--- config.mk ---
export PLATFORM = sky130hd
export DESIGN_NAME = memory_map_wait_state_decode
export DESIGN_NICKNAME = d
export VERILOG_FILES = /design/src/hw/mmap_pkg.sv /design/src/hw/memory_map_wait_state_decode.sv /design/src/hw/wait_state_counter.sv
export SDC_FILE = /design/constraint.sdc
export NUM_CORES = 1
export LEC_CHECK = 0
export BUFFER_PORTS_ARGS = -buffer_cell sky130_fd_sc_hd__buf_4
export CAP_MARGIN = 20
export CORE_AREA = 3 3 95 115
export DETAILED_ROUTE_END_ITERATION = 12
export DIE_AREA = 0 0 98 118
export PLACE_DENSITY_LB_ADDON = 0.3
export SLEW_MARGIN = 20
export SYNTH_ARGS = -nofsm -noshare
export SYNTH_HDL_FRONTEND = slang
export SYNTH_SLANG_ARGS = --single-unit
--- constraint.sdc ---
create_clock -name ref_clk -period 6.7 [get_ports ref_clk]
set_input_delay 1.34 -clock ref_clk [delete_from_list [all_inputs] [get_ports ref_clk]]
set_output_delay 1.34 -clock ref_clk [all_outputs]
set_load 0.01 [all_outputs]
--- src/hw/mmap_pkg.sv ---
// Purpose: Shared constants and types for the memory map decoder.
// Assumes: 22-bit word addresses, 16-bit words, one system clock.
// Notes: Region bounds outside the flash and peripheral frames are plain defaults.
package mmap_pkg;

  // ==========================================================================
  // Address map
  localparam int ADDR_W = 22;
  localparam int WS_W = 5;
  localparam logic [21:0] RAM_M_HI = 22'h0007ff;
  localparam logic [21:0] PF0_LO = 22'h000800;
  localparam logic [21:0] PF0_HI = 22'h000fff;
  localparam logic [21:0] PF1_LO = 22'h006000;
  localparam logic [21:0] PF1_HI = 22'h006fff;
  localparam logic [21:0] CAN_HI = 22'h0063ff;
  localparam logic [21:0] PF2_LO = 22'h007000;
  localparam logic [21:0] PF2_HI = 22'h007fff;
  localparam logic [21:0] RAML_LO = 22'h008000;
  localparam logic [21:0] RAML_HI = 22'h009fff;
  localparam logic [21:0] OTP_LO = 22'h3d7800;
  localparam logic [21:0] OTP_HI = 22'h3d7bff;
  localparam logic [21:0] FLASH_LO = 22'h3e8000;
  localparam logic [21:0] FLASH_HI = 22'h3f7fff;
  localparam logic [21:0] SEC_RES_LO = 22'h3f7f80;
  localparam logic [21:0] BOOT_ENTRY_LO = 22'h3f7ff6;
  localparam logic [21:0] BOOT_ENTRY_HI = 22'h3f7ff7;
  localparam logic [21:0] PWD_LO = 22'h3f7ff8;
  localparam logic [21:0] RAMH_LO = 22'h3f8000;
  localparam logic [21:0] RAMH_HI = 22'h3f9fff;
  localparam logic [21:0] BOOT_LO = 22'h3ff000;
  localparam int SECTOR_SHIFT = 14;

  // ==========================================================================
  // Wait-state counts and protection reset state
  localparam logic [4:0] WS_RAM = 5'h00;
  localparam logic [4:0] WS_PF_WR = 5'h00;
  localparam logic [4:0] WS_PF_RD = 5'h02;
  localparam logic [4:0] WS_OTP_MIN = 5'h01;
  localparam logic [4:0] WS_BOOT = 5'h01;
  localparam logic [4:0] WS_PWD = 5'h10;
  localparam logic PROT_RESET = 1'b1;

  typedef enum logic [2:0] {
    REG_NONE = 3'b000,
    REG_RAM = 3'b001,
    REG_PF0 = 3'b010,
    REG_PF1 = 3'b011,
    REG_PF2 = 3'b100,
    REG_OTP = 3'b101,
    REG_FLASH = 3'b110,
    REG_BOOT = 3'b111
  } region_e;

  // ==========================================================================
  // Decode helpers
  function automatic region_e decode(input logic [21:0] a, input logic prog);
    region_e r;
    r = REG_NONE;
    if (a <= RAM_M_HI) begin
      r = REG_RAM;
    end else if (a >= PF0_LO && a <= PF0_HI) begin
      r = prog ? REG_NONE : REG_PF0;
    end else if (a >= PF1_LO && a <= PF1_HI) begin
      r = prog ? REG_NONE : REG_PF1;
    end else if (a >= PF2_LO && a <= PF2_HI) begin
      r = prog ? REG_NONE : REG_PF2;
    end else if (a >= RAML_LO && a <= RAML_HI) begin
      r = REG_RAM;
    end else if (a >= OTP_LO && a <= OTP_HI) begin
      r = REG_OTP;
    end else if (a >= FLASH_LO && a <= FLASH_HI) begin
      r = REG_FLASH;
    end else if (a >= RAMH_LO && a <= RAMH_HI) begin
      r = REG_RAM;
    end else if (a >= BOOT_LO) begin
      r = REG_BOOT;
    end
    return r;
  endfunction

  function automatic logic [4:0] waitsFor(input region_e r, input logic w, input logic [21:0] a,
                                          input logic [3:0] fw, input logic [3:0] ow);
    logic [4:0] n;
    n = WS_RAM;
    case (r)
      REG_PF1, REG_PF2: begin
        n = w ? WS_PF_WR : WS_PF_RD;
      end
      REG_OTP: begin
        n = ({1'b0, ow} < WS_OTP_MIN) ? WS_OTP_MIN : {1'b0, ow};
      end
      REG_FLASH: begin
        // Reads of the password words stay slow so a key search cannot be sped up.
        n = (!w && a >= PWD_LO) ? WS_PWD : {1'b0, fw};
      end
      REG_BOOT: begin
        n = WS_BOOT;
      end
      default: begin
        n = WS_RAM;
      end
    endcase
    return n;
  endfunction

  function automatic logic isProt(input region_e r);
    return (r == REG_PF1) || (r == REG_PF2);
  endfunction

endpackage

--- src/hw/memory_map_wait_state_decode.sv ---
// Purpose: Decode CPU reads and writes to memory areas, time wait-states, keep order.
// Assumes: CPU holds each request until its acknowledge; settings come from same-clock logic.
// Notes: One access is serviced at a time; an unmapped or illegal access ends in a fault.

// Function
// - Top eight flash words hold nonzero password
// - Boot entry words hold a branch instruction
// - Unprotected write then read to another address: read goes first
// - Protected frames keep write before read
// - Block protection programmable, active after reset
// - Frame one: writes zero, reads two waits
// - Back-to-back frame one writes add one cycle
// - Password reads always take sixteen waits
// - OTP waits programmable, one minimum
// - Flash waits programmable, zero minimum
// - Frame zero decoded on CPU memory bus
// - Frame one reached over 32-bit bus
// - Frame two 16-bit bus, writes zero, reads two
// - Program fetches from peripheral frames refused
module memory_map_wait_state_decode (
  input wire logic ref_clk,
  input wire logic sys_rst,
  input wire logic rdValid,
  input wire logic rdProg,
  input wire logic rdWide,
  input wire logic [21:0] rdAddr,
  input wire logic wrValid,
  input wire logic wrWide,
  input wire logic [21:0] wrAddr,
  input wire logic [31:0] wrData,
  input wire logic [3:0] flashWait,
  input wire logic [3:0] otpWait,
  input wire logic canHold,
  input wire logic protectSet,
  input wire logic protectClear,
  output logic rdAck,
  output logic wrAck,
  output logic accFault,
  output logic tgtStrobe,
  output logic tgtWrite,
  output logic tgtWide,
  output logic [21:0] tgtAddr,
  output logic [31:0] tgtData,
  output mmap_pkg::region_e tgtRegion,
  output logic [1:0] flashSector,
  output logic flashReserved,
  output logic bootEntryHit,
  output logic protActive
);

  typedef enum logic [1:0] {
    ST_IDLE = 2'b00,
    ST_WAIT = 2'b01,
    ST_DONE = 2'b10
  } state_e;

  // ==========================================================================
  // Sequencer
  state_e state, next_state;
  logic next_rdAck, next_wrAck, next_accFault, next_tgtStrobe, next_tgtWrite, next_tgtWide;
  logic [21:0] next_tgtAddr;
  logic [31:0] next_tgtData;
  mmap_pkg::region_e next_tgtRegion;
  logic [1:0] next_flashSector;
  logic next_flashReserved, next_bootEntryHit, next_protActive;
  logic curCan, next_curCan, lastPf1Wr, next_lastPf1Wr, pf1Gap, next_pf1Gap;
  mmap_pkg::region_e rdReg, wrReg, curReg;
  logic wrFirst, pickWr, pickRd, gapBlock, load, expired;
  logic [21:0] curAddr, flashOffset;
  logic [4:0] loadValue;

  wait_state_counter #(.W(mmap_pkg::WS_W)) u_waits (
    .ref_clk(ref_clk),
    .sys_rst(sys_rst),
    .load(load),
    .loadValue(loadValue),
    .expired(expired)
  );

  always_comb begin
    rdReg = mmap_pkg::decode(rdAddr, rdProg);
    wrReg = mmap_pkg::decode(wrAddr, 1'b0);
    // Unprotected pairs keep pipeline order; protected or same-address pairs keep program order.
    wrFirst = !rdValid || (rdAddr == wrAddr) ||
              (protActive && (mmap_pkg::isProt(rdReg) || mmap_pkg::isProt(wrReg)));
    pickWr = wrValid && wrFirst;
    pickRd = rdValid && !pickWr;
    gapBlock = pickWr && pf1Gap && (wrReg == mmap_pkg::REG_PF1);
    curReg = pickWr ? wrReg : rdReg;
    curAddr = pickWr ? wrAddr : rdAddr;
    flashOffset = curAddr - mmap_pkg::FLASH_LO;
    loadValue = mmap_pkg::waitsFor(curReg, pickWr, curAddr,
                                   flashWait, otpWait);
    load = 1'b0;
    next_state = state;
    next_rdAck = 1'b0;
    next_wrAck = 1'b0;
    next_accFault = accFault;
    next_tgtStrobe = 1'b0;
    next_tgtWrite = tgtWrite;
    next_tgtWide = tgtWide;
    next_tgtAddr = tgtAddr;
    next_tgtData = tgtData;
    next_tgtRegion = tgtRegion;
    next_flashSector = flashSector;
    next_flashReserved = flashReserved;
    next_bootEntryHit = bootEntryHit;
    next_curCan = curCan;
    next_lastPf1Wr = lastPf1Wr;
    next_pf1Gap = 1'b0;
    next_protActive = protectSet ? 1'b1 : (protectClear ? 1'b0 : protActive);
    case (state)
      ST_IDLE: begin
        if ((pickWr || pickRd) && !gapBlock) begin
          next_tgtWrite = pickWr;
          next_tgtRegion = curReg;
          if (curReg == mmap_pkg::REG_NONE) begin
            next_accFault = 1'b1;
            next_rdAck = pickRd;
            next_wrAck = pickWr;
            next_state = ST_DONE;
          end else begin
            load = 1'b1;
            next_accFault = 1'b0;
            next_tgtStrobe = 1'b1;
            next_tgtAddr = curAddr;
            next_tgtData = wrData;
            // Every region except frame two carries a full 32-bit word in one beat.
            next_tgtWide = (pickWr ? wrWide : rdWide) && (curReg != mmap_pkg::REG_PF2);
            next_flashSector = flashOffset[mmap_pkg::SECTOR_SHIFT +: 2];
            next_flashReserved = (curReg == mmap_pkg::REG_FLASH) &&
                                 (curAddr >= mmap_pkg::SEC_RES_LO);
            next_bootEntryHit = pickRd && (curAddr >= mmap_pkg::BOOT_ENTRY_LO) &&
                                (curAddr <= mmap_pkg::BOOT_ENTRY_HI);
            next_curCan = (curReg == mmap_pkg::REG_PF1) && (curAddr <= mmap_pkg::CAN_HI);
            next_state = ST_WAIT;
          end
        end
      end
      ST_WAIT: begin
        if (expired && !(canHold && curCan)) begin
          next_rdAck = !tgtWrite;
          next_wrAck = tgtWrite;
          next_lastPf1Wr = tgtWrite && (tgtRegion == mmap_pkg::REG_PF1);
          next_state = ST_DONE;
        end
      end
      ST_DONE: begin
        next_pf1Gap = lastPf1Wr;
        next_lastPf1Wr = 1'b0;
        next_state = ST_IDLE;
      end
      default: begin
        next_state = ST_IDLE;
      end
    endcase
  end

  always_ff @(posedge ref_clk) begin
    if (sys_rst) begin
      state <= ST_IDLE;
      rdAck <= 1'b0;
      wrAck <= 1'b0;
      accFault <= 1'b0;
      tgtStrobe <= 1'b0;
      tgtWrite <= 1'b0;
      tgtWide <= 1'b0;
      tgtAddr <= '0;
      tgtData <= '0;
      tgtRegion <= mmap_pkg::REG_NONE;
      flashSector <= 2'h0;
      flashReserved <= 1'b0;
      bootEntryHit <= 1'b0;
      protActive <= mmap_pkg::PROT_RESET;
      curCan <= 1'b0;
      lastPf1Wr <= 1'b0;
      pf1Gap <= 1'b0;
    end else begin
      state <= next_state;
      rdAck <= next_rdAck;
      wrAck <= next_wrAck;
      accFault <= next_accFault;
      tgtStrobe <= next_tgtStrobe;
      tgtWrite <= next_tgtWrite;
      tgtWide <= next_tgtWide;
      tgtAddr <= next_tgtAddr;
      tgtData <= next_tgtData;
      tgtRegion <= next_tgtRegion;
      flashSector <= next_flashSector;
      flashReserved <= next_flashReserved;
      bootEntryHit <= next_bootEntryHit;
      protActive <= next_protActive;
      curCan <= next_curCan;
      lastPf1Wr <= next_lastPf1Wr;
      pf1Gap <= next_pf1Gap;
    end
  end

  // ==========================================================================
  // Checks
  logic rdIssue, wrIssue;
  assign rdIssue = tgtStrobe && !tgtWrite;
  assign wrIssue = tgtStrobe && tgtWrite;
endmodule // memory_map_wait_state_decode

--- src/hw/wait_state_counter.sv ---
// Purpose: Down-counter that times the wait-states of one access.
// Assumes: Load and count on the system clock.
// Notes: Expired is high whenever the count stands at zero.
module wait_state_counter #(
  parameter int W = 5
) (
  input wire logic ref_clk,
  input wire logic sys_rst,
  input wire logic load,
  input wire logic [W-1:0] loadValue,
  output logic expired
);

  logic [W-1:0] count;
  logic [W-1:0] next_count;

  always_comb begin
    next_count = count;
    if (load) begin
      next_count = loadValue;
    end else if (count != '0) begin
      next_count = count - W'(1);
    end
  end

  always_ff @(posedge ref_clk) begin
    if (sys_rst) begin
      count <= '0;
    end else begin
      count <= next_count;
    end
  end

  assign expired = (count == '0);

endmodule // wait_state_counter

==> Yosys cells after proc, flatten, opt, wreduce, memory -nomap -nowiden <==
Cells that the tools add are included.
W data, S select, Z words.
{ "totals": {"elab_cells": 177, "in_bits": 94, "register_bits": 78, "output_inout_bits": 68} }
{ "classes": {"bitwise": 2, "mux": 48, "n_lt_le_gt_ge": 38, "eq_ne": 16, "add_sub_neg": 2, "n_reduce_logical": 53} }
{ "ops": {"columns": ["op", "count"], "rows": [
  ["$ge A22 B22 Y1 const B", 11],
  ["$le A22 B22 Y1 const B", 7],
  ["$le A22 B15 Y1 const B", 5],
  ["$ge A22 B15 Y1 const B", 4],
  ["$mux W3", 20],
  ["$ge A22 B12 Y1 const B", 2],
  ["$ge A22 B16 Y1 const B", 2],
  ["$le A22 B11 Y1 const B", 2],
  ["$le A22 B12 Y1 const B", 2],
  ["$le A22 B16 Y1 const B", 2],
  ["$logic_and A1 B1 Y1", 29],
  ["$eq A22 B22 Y1", 1],
  ["$mux W22", 1],
  ["$pmux W5 S4", 1],
  ["$eq A3 B3 Y1 const B", 6],
  ["$sub A16 B16 Y16 const B", 1],
  ["$mux W5", 3],
  ["$eq A3 B2 Y1 const B", 4],
  ["$mux W1", 12],
  ["$mux W2", 6],
  ["$logic_or A1 B1 Y1", 6],
  ["$pmux W1 S2", 3],
  ["$reduce_and A2 Y1", 3],
  ["$reduce_or A2 Y1", 3],
  ["16 further kinds", 23]
]} }

==> Longest topological paths before layout <==
Gate-level depths: netlist (run 1).
{ "logic_depth": {"ltp_word": 23, "depth_mapped": 11, "depth_no_buf": 9} }

==> Cells and area by module <==
A second synthesis (run 1) with hierarchy kept.
{ "unflattened": {"hier_cells": 505, "hier_area_um2": 4225.3} }
{ "by_module_without_submodules": {"columns": ["module", "seq_area_each_um2", "instances", "cells_per_inst", "area_per_inst_um2"], "rows": [
  ["memory_map_wait_state_decode", 1441.4, 1, 473, 3937.5],
  ["wait_state_counter", 100.1, 1, 32, 287.8]
]} }

==> Least setup slack after synthesis (run 1) <==
No wires, ideal clock.
{ "synth_path": {"path_type": "input port to flip-flop", "start": "input port rdAddr[14]", "end": "register tgtAddr[0]", "cell_stages": 11, "setup_slack_ns": 3.085, "setup_time_ns": 0.146, "n_path_buf": 2, "arrival_time_ns": 3.469, "t_required_ns": 6.554, "path_cell_list": "buf_2 -> xor2_1 -> nor4_1 -> nand4_1 -> o21ai_2 -> a21oi_1 -> or3_4 -> o211a_4 -> nor2_2 -> buf_6 -> a211oi_2"} }
{ "synth_via": {"elab_chain_cells": 21, "word_cells_on_any_way": 53, "classes_between": "order compare (16); eq/ne (3); mux (11); bitwise (1); reduce/logical (22)"} }
{ "synth_rtl": {"columns": ["element", "line_no", "rtl"], "rows": [
  ["start: declaration", "memory_map_wait_state_decode.sv:26", "input wire logic [21:0] rdAddr,"],
  ["branches (longest 21 deep; another with $ge A22 B22 Y1)", null, null],
  ["end signal: assignment", "memory_map_wait_state_decode.sv:186", "tgtAddr <= next_tgtAddr;"],
  ["end: declaration", "memory_map_wait_state_decode.sv:42", "output logic [21:0] tgtAddr,"]
]} }
Parallel ways; which one is timed is not known.
A chain may end at the register's enable or synchronous reset.

==> Final worst setup path (run 1) <==
{ "layout_path": {"start": "input port wrAddr[11]", "end": "register tgtAddr[15]"} }
{ "layout_via": {"elab_chain_cells": 21, "word_cells_on_any_way": 53, "classes_between": "order compare (16); eq/ne (3); mux (11); bitwise (1); reduce/logical (22)"} }
{ "layout_rtl": {"columns": ["element", "line_no", "rtl"], "rows": [
  ["start: declaration", "memory_map_wait_state_decode.sv:29", "input wire logic [21:0] wrAddr,"],
  ["branches (longest 21 deep; another with $ge A22 B22 Y1)", null, null]
]} }
Parallel ways; which one is timed is not known.

==> impl_results.md, run 1 <==
- Setup repair after global routing missed its margin: false
- Total overflow reported by the global router: 0
- Multi-input combinational cell area: 0.00263 mm2
- Final WS setup: 2.53 ns
- Number of antenna violations at the first check in global routing: 0
- Internal Dissipation: 0.882 mW
- TritonCTS Buffers: 9
- Site Rows: 40
- Initial cell density of the core: 44.1%
- Pre-CTS setup slack: 1.89 ns
- Slew at the pin closest to its max-slew limit: 0.816 ns
- R2r setup slk: 4.11 ns
- Layout fillers: 928
- Seq/Total Area, Yosys: 35.1%
- Post-CTS Hold Fix Bufs: 0
- Ratio of cells with drive above 1 in the final layout: 33.7%
- Outcome: finished, final reports clean
- Overall Power: 1.24 mW
- Number of register bits inferred by synthesis: 77
- Avg WL per Cell: 18.0 um
- Synthesis-to-layout area growth: 34.5%
- Hold violation total from the final report: 0
- Average cell area after synthesis: 8.41 um2
- Capture point of the worst reg-to-reg path: tgtAddr[15]
- Die boundary height: 118 um
- Worst r2r path cells: 8
- Vias in the first global route: 4459
- Number of detailed-routing iterations run before antenna repair: 5
- Share of power burned in combinational logic: 21.3%
- Register area: 0.00154 mm2
- GP Congestion: 0.922
- DIE AREA: 0.0116 mm2
- Reg clk slew, reported paths: 0.06 ns
- Primary flip-flop cell chosen by synthesis mapping: sky130_fd_sc_hd__dfxtp_1
- Worst Setup Path Type: in2reg
- Reported max-cap violation count: 0
- F_max: 0.240 GHz
- Global Route Usage Sum: 24.0%
- Launch instance of the worst register-to-register path: protActive
- Setup tns final: 0 ns
- Total standard cell area after synthesis: 0.00439 mm2
- Drc violations: 0
- Number of buffers inserted to repair setup after CTS: 0
- Unique masters post-synth: 71
- Total routed wirelength: 14.2 mm
- Buffer cell driving the clock tree root: sky130_fd_sc_hd__clkbuf_16
- Most frequent standard cell in the layout excluding fill and tap cells: sky130_fd_sc_hd__buf_4
- Crit start category: input pin
- Count of routing violations after the opening detailed-route iteration: 193
- Endpoints failing setup: 0
- Core region area: 0.00996 mm2
- Detailed placer's ending HPWL: 10.6 mm
- Die width: 98 um
- PD cells: 210 mW/mm2
- NetSw: 0.355 mW
- Number of sinks driven by the clock tree: 77
- Max Fanout on Critical Path: 54
- Worst EP arrival: 4.39 ns
- Placed Instances: 774
- Relative contribution of the clock network to total power: 39.0%
- Maximum number of pins on one net before global-route repair: 69
- Buffers added on ports: 161
- Count of pins over their slew limit: 0
- Number of enable-type register cells in the synthesized netlist: 0
- Detailed-route via count: 4621
- Number of nets with antenna violations after routing: 0
- Slew headroom: 45.6%
- Number of warnings issued by yosys: 0
- Crit share post-route: 62.3%
- Number of antenna cells inserted: 0
- Crit path required time: 6.92 ns
- Critical Path Sink: tgtAddr[15]
- IR drop worst, VDD: 0.000194 V
- Worst-Skew Late Latency: 0.33 ns
- Hold Crit Class: reg2reg
- Kind of end point of the critical path: register
- Buffer depth of the longest clock path: 2
- CP startpoint: wrAddr[11]
- Mean number of vias per cell: 5.85
- Post-CTS Resized: 0
- Number of non-filler instances in the completed layout: 790
- Final critical-path required period: 4.17 ns
- Worst Hold Slack: 0.460 ns
- Switch share: 28.7%
- Leakage power summed over all cells: 2.30 nW
- Proportion of synthesized flip-flops having asynchronous set or reset: 0%
- Clock tree from TritonCTS: yes
- Number of ports placed on the die boundary: 162
- Worst clock skew on the final layout: 0.00768 ns
- Deepest level of the CTS H-tree: 3
- Proportion of power drawn by flip-flops and latches: 39.7%
- Post-synthesis net count: 617
- Number of nets in the layout: 754
- Wire length of the first global-routing pass: 22.8 mm
- Leading cell types in the layout, fill and taps excluded: sky130_fd_sc_hd__buf_4 (166), sky130_fd_sc_hd__dfxtp_1 (77), sky130_fd_sc_hd__a21oi_1 (68)
- Post-synthesis cell count: 522
==> layer usage <==
| layer | vias to the layer above | share of wire, % | global-route usage, % |
|---|---|---|---|
| li1 | 2217 | - | - |
| met1 | 2174 | 39 | 28.5 |
| met2 | 197 | 49 | 39.5 |
| met3 | 33 | 9.1 | 8.30 |
| met4 | 0 | 3.1 | 9.52 |
| met5 | - | 0 | 0 |
==> critical path, cell delays in order <==
cell and delay [ns]:
sky130_fd_sc_hd__buf_4 0.14, sky130_fd_sc_hd__xor2_1 0.16, sky130_fd_sc_hd__nor4_1 0.36, sky130_fd_sc_hd__nand4_1 0.28, sky130_fd_sc_hd__o21ai_2 0.38, sky130_fd_sc_hd__a21oi_1 0.14
sky130_fd_sc_hd__or3_4 0.45, sky130_fd_sc_hd__o211ai_4 0.09, sky130_fd_sc_hd__buf_4 0.50, sky130_fd_sc_hd__o2111ai_1 0.31, sky130_fd_sc_hd__o211a_1 0.21
==> sequential cells by signal, indices dropped and copies added, names as in the netlist <==
name,count
tgtWrite,1
lastPf1Wr,1
tgtRegion,3
u_waits.count,5
bootEntryHit,1
flashReserved,1
tgtStrobe,1
tgtData,32
tgtAddr,22
curCan,1
pf1Gap,1
rdAck,1
protActive,1
flashSector,1
accFault,1
wrAck,1
tgtWide,1
state,2
==> synthesized netlist by cell type (4+ instances only) <==
| cell type | count | area (um2) |
|---|---|---|
| sky130_fd_sc_hd__xor2_1 | 23 | 201 |
| sky130_fd_sc_hd__o22ai_1 | 4 | 25.0 |
| sky130_fd_sc_hd__mux2i_1 | 20 | 200 |
| sky130_fd_sc_hd__inv_1 | 7 | 26.3 |
| sky130_fd_sc_hd__o21a_1 | 4 | 30.0 |
| sky130_fd_sc_hd__o21ai_0 | 41 | 205 |
| sky130_fd_sc_hd__clkbuf_1 | 18 | 67.6 |
| sky130_fd_sc_hd__a21oi_1 | 68 | 340 |
| sky130_fd_sc_hd__dfxtp_1 | 77 | 1540 |
| sky130_fd_sc_hd__or3_1 | 6 | 37.5 |
| sky130_fd_sc_hd__a21o_1 | 4 | 30.0 |
| sky130_fd_sc_hd__a31oi_1 | 5 | 31.3 |
| sky130_fd_sc_hd__nand4_1 | 8 | 50.1 |
| sky130_fd_sc_hd__nor2_1 | 20 | 75.1 |
| sky130_fd_sc_hd__nor3_1 | 16 | 80.1 |
| sky130_fd_sc_hd__nand2_1 | 34 | 128 |
| sky130_fd_sc_hd__buf_2 | 16 | 80.1 |
| sky130_fd_sc_hd__nor4_1 | 8 | 50.1 |
| sky130_fd_sc_hd__a211oi_2 | 18 | 225 |
| sky130_fd_sc_hd__nor3b_1 | 4 | 30.0 |
| sky130_fd_sc_hd__nand3_1 | 42 | 210 |
| sky130_fd_sc_hd__buf_4 | 4 | 30.0 |
| sky130_fd_sc_hd__o21ai_1 | 5 | 25.0 |
==> power by group through the flow <==
stage / sequential [mW] / clock (mW) / combinational [mW]
2_1_floorplan: 0.499 / 0 / 0.160
3_3_place_gp: 0.500 / 0 / 0.253
3_5_place_dp: 0.501 / 0 / 0.260
4_1_cts: 0.491 / 0.493 / 0.261
5_1_grt: 0.493 / 0.516 / 0.286
6_report: 0.491 / 0.483 / 0.263
==> through the flow <==
stage	area, um2	utilization, %
2_1_floorplan	4390	-
3_3_place_gp	5600	56.2
3_5_place_dp	5600	56.2
4_1_cts	5900	59.2
5_1_grt	5900	59.3
6_report	5900	59.3
==> worst min-delay path by stage <==
stage / startpoint / endpoint / slack [ns] / cells after the start
global placement: accFault / accFault / 0.45 / 2
finish: accFault / accFault / 0.46 / 2
floorplan: curCan / curCan / 0.45 / 2
global route: accFault / accFault / 0.49 / 2
detailed placement: accFault / accFault / 0.45 / 2
CTS: accFault / accFault / 0.46 / 2
==> cell type report <==
cell class              instances  area share, %
clock buffers                   9           3.82
clock inverters                 7           1.27
inverters                       8          0.509
multi-input cells             397           44.5
flip-flops and latches         77           26.1
well taps                     126           2.67
repair buffers                166           21.1
==> kinds of logic (layout without fill, tap and decap cells) <==
logic type	after synthesis	after routing	share of synthesized area [%]
buffers and inverters	48	190	5.25
DFF	77	77	35.1
xor gates and xnor gates	26	26	5.19
AOI/OAI and AO/OA	184	184	29.2
muxes	20	20	4.56
and+or+nand+nor	166	166	20.4
adders and majority gates	1	1	0.285
Note: power is estimated with default switching activity, not from simulation.
==> run 2: changes to the inputs <==
==> constraint.sdc (replaced) <==
create_clock -name ref_clk -period 4.2 [get_ports ref_clk]
set_input_delay 0.84 -clock ref_clk [delete_from_list [all_inputs] [get_ports ref_clk]]
set_output_delay 0.84 -clock ref_clk [all_outputs]
set_load 0.01 [all_outputs]
==> run 2 against run 1 <==
Routed wire length is 2.6% higher; first-iteration DRC count is 65% higher; largest cell class unchanged; utilization is 0.74 points higher; setup slack worse by 1.9 ns; critical endpoint is now u_waits.count[2].
==> impl_results.md, run 2 (same netlist as run 1, synthesis figures left out) <==
- Slew headroom: 45.5% (was 45.6%)
- Post-CTS Resized: 0 (unchanged)
- Worst Setup Path Type: in2reg (unchanged)
- Crit path required time: 4.44 ns (was 6.92 ns)
- Share of power burned in combinational logic: 21.1% (was 21.3%)
- Number of ports placed on the die boundary: 162 (unchanged)
- Post-CTS Hold Fix Bufs: 0 (unchanged)
- Total routed wirelength: 14.6 mm (was 14.2 mm)
- Relative contribution of the clock network to total power: 40.3% (was 39.0%)
- Global Route Usage Sum: 25.0% (was 24.0%)
- Endpoints failing setup: 0 (unchanged)
- Initial cell density of the core: 44.1% (unchanged)
- Layout fillers: 906 (was 928)
- Final WS setup: 0.598 ns (was 2.53 ns)
- Register containing the most flip-flops in the final layout: tgtData (unchanged)
- Core region area: 0.00996 mm2 (unchanged)
- Avg WL per Cell: 18.3 um (was 18.0 um)
- DIE AREA: 0.0116 mm2 (unchanged)
- F_max: 0.278 GHz
- Number of antenna violations at the first check in global routing: 0 (unchanged)
- Vias in the first global route: 4745 (was 4459)
- Number of flip-flops in the largest register: 32 (unchanged)
- Worst clock skew on the final layout: 0.00602 ns (was 0.00768 ns)
- Number of detailed-routing iterations run before antenna repair: 6 (was 5)
- Crit start category: input pin (unchanged)
- Ratio of cells with drive above 1 in the final layout: 34.0% (was 33.7%)
- Site Rows: 40 (unchanged)
- Overall Power: 2.03 mW (was 1.24 mW)
- Wire length of the first global-routing pass: 23.8 mm (was 22.8 mm)
- Deepest level of the CTS H-tree: 3 (unchanged)
- Slew at the pin closest to its max-slew limit: 0.818 ns (was 0.816 ns)
- Kind of end point of the critical path: register (unchanged)
- Max Fanout on Critical Path: 41 (was 54)
- Number of buffers inserted to repair setup after CTS: 0 (unchanged)
- Final non-filler cell area: 0.00598 mm2 (was 0.00590 mm2)
- Detailed-route via count: 4737 (was 4621)
- Worst EP arrival: 3.85 ns (was 4.39 ns)
- Outcome: finished, final reports clean (unchanged)
- Detailed placer's ending HPWL: 10.9 mm (was 10.6 mm)
- Mean number of vias per cell: 5.95 (was 5.85)
- Buffers added on ports: 161 (unchanged)
- Reported max-cap violation count: 0 (unchanged)
- Total overflow reported by the global router: 0 (unchanged)
- Hold violation total from the final report: 0 (unchanged)
- Final core area utilization: 60.0% (was 59.3%)
- Maximum number of pins on one net before global-route repair: 69 (unchanged)
- TritonCTS Buffers: 9 (unchanged)
- Drc violations: 0 (unchanged)
- Buffer cell driving the clock tree root: sky130_fd_sc_hd__clkbuf_16 (unchanged)
- Leading cell types in the layout, fill and taps excluded: sky130_fd_sc_hd__buf_4 (170), sky130_fd_sc_hd__dfxtp_1 (77), sky130_fd_sc_hd__a21oi_1 (68) (was sky130_fd_sc_hd__buf_4 (166), sky130_fd_sc_hd__dfxtp_1 (77), sky130_fd_sc_hd__a21oi_1 (68))
- Final critical-path required period: 3.60 ns
- Count of routing violations after the opening detailed-route iteration: 318 (was 193)
- Leading registers by flop count: tgtData (32), tgtAddr (22), u_waits.count (5) (unchanged)
- PD cells: 340 mW/mm2 (was 210 mW/mm2)
- Setup tns final: 0 ns (unchanged)
- Synthesis-to-layout area growth: 36.2% (was 34.5%)
- Setup repair after global routing missed its margin: false (unchanged)
- Most frequent standard cell in the layout excluding fill and tap cells: sky130_fd_sc_hd__buf_4 (unchanged)
- Die width: 98 um (unchanged)
- Buffer depth of the longest clock path: 2 (unchanged)
- GP Congestion: 0.992 (was 0.922)
- Pre-CTS setup slack: 0.376 ns (was 1.89 ns)
- Switch share: 27.5% (was 28.7%)
- Number of nets in the layout: 760 (was 754)
- Number of sinks driven by the clock tree: 77 (unchanged)
- Worst-Skew Late Latency: 0.34 ns (was 0.33 ns)
- Crit share post-route: 85.8%
- Clock tree from TritonCTS: yes (unchanged)
- Internal Dissipation: 1.47 mW (was 0.882 mW)
- NetSw: 0.558 mW (was 0.355 mW)
- Leakage power summed over all cells: 2.35 nW (was 2.30 nW)
- IR drop worst, VDD: 0.000269 V (was 0.000194 V)
- Hold Crit Class: reg2reg (unchanged)
- Number of nets with antenna violations after routing: 0 (unchanged)
- Count of pins over their slew limit: 0 (unchanged)
- Reg clk slew, reported paths: 0.06 ns (about the same)
- Die boundary height: 118 um (unchanged)
- Proportion of power drawn by flip-flops and latches: 38.6% (was 39.7%)
- Number of antenna cells inserted: 0 (unchanged)
- Area after detailed placement: 0.00566 mm2 (was 0.00560 mm2)
-- run 2: cell count changes in the layout (fill, tap and decap cells not counted) --
cell	delta
sky130_fd_sc_hd__buf_4	+4
sky130_fd_sc_hd__clkbuf_1	+2
sky130_fd_sc_hd__clkinvlp_4	-2
sky130_fd_sc_hd__buf_12	+1
sky130_fd_sc_hd__buf_6	+1
sky130_fd_sc_hd__bufinv_16	+1
sky130_fd_sc_hd__clkinv_2	-1
sky130_fd_sc_hd__clkinv_4	+1
sky130_fd_sc_hd__inv_6	-1
sky130_fd_sc_hd__nor2_2	+1
sky130_fd_sc_hd__nor2_4	-1
-- run 2: per-stage QoR --
stage / cells / hold WS [ns]
2_1_floorplan: 522 / 0.450
3_3_place_gp: 779 / 0.448
3_5_place_dp: 780 / 0.451
4_1_cts: 796 / 0.459
5_1_grt: 796 / 0.494
6_report: 796 / 0.458
-- run 2: layer usage --
metal	vias to the layer above	part of all wire, %	GRT usage (%)
met3	46	9.5	7.11
met2	237	49	42.1
met5	-	0	0
met4	0	3.8	11.3
li1	2225	-	-
met1	2229	37	29.2
-- run 2: worst max-delay path: stages --
cell and delay [ns]:
sky130_fd_sc_hd__buf_4 0.14, sky130_fd_sc_hd__xor2_1 0.17, sky130_fd_sc_hd__nor4_1 0.35, sky130_fd_sc_hd__nand4_1 0.28
sky130_fd_sc_hd__o21ai_2 0.32, sky130_fd_sc_hd__buf_4 0.18, sky130_fd_sc_hd__o21ai_1 0.07, sky130_fd_sc_hd__a21oi_2 0.37
sky130_fd_sc_hd__o211a_4 0.22, sky130_fd_sc_hd__buf_4 0.34, sky130_fd_sc_hd__o21ai_1 0.24, sky130_fd_sc_hd__o32ai_1 0.30
-- run 2: power by group through the flow --
| stage | Combinational [mW] | Sequential, mW | Clock (mW) |
|---|---|---|---|
| 2_1_floorplan | 0.255 | 0.797 | 0 |
| 3_3_place_gp | 0.408 | 0.797 | 0 |
| 3_5_place_dp | 0.421 | 0.799 | 0 |
| 4_1_cts | 0.424 | 0.783 | 0.837 |
| 5_1_grt | 0.468 | 0.786 | 0.868 |
| 6_report | 0.429 | 0.784 | 0.818 |
-- run 2: worst paths after layout --
kind               from                to  slack, ns  depth (start not counted)
max          wrAddr[11]  u_waits.count[2]       0.60                         12
min            accFault          accFault       0.46                          2
max reg2reg  protActive  u_waits.count[2]       1.63                          8
min reg2reg    accFault          accFault       0.46                          2
-- run 2: area by class of cell --
class | instances | area [um2] | area share, %
clock buffers | 11 | 233 | 3.89
clock inverters | 5 | 85.1 | 1.42
inverters | 8 | 30.0 | 0.502
multi-input cells | 397 | 2620 | 43.9
flip-flops and latches | 77 | 1540 | 25.8
well taps | 126 | 158 | 2.64
repair buffers | 172 | 1310 | 21.9
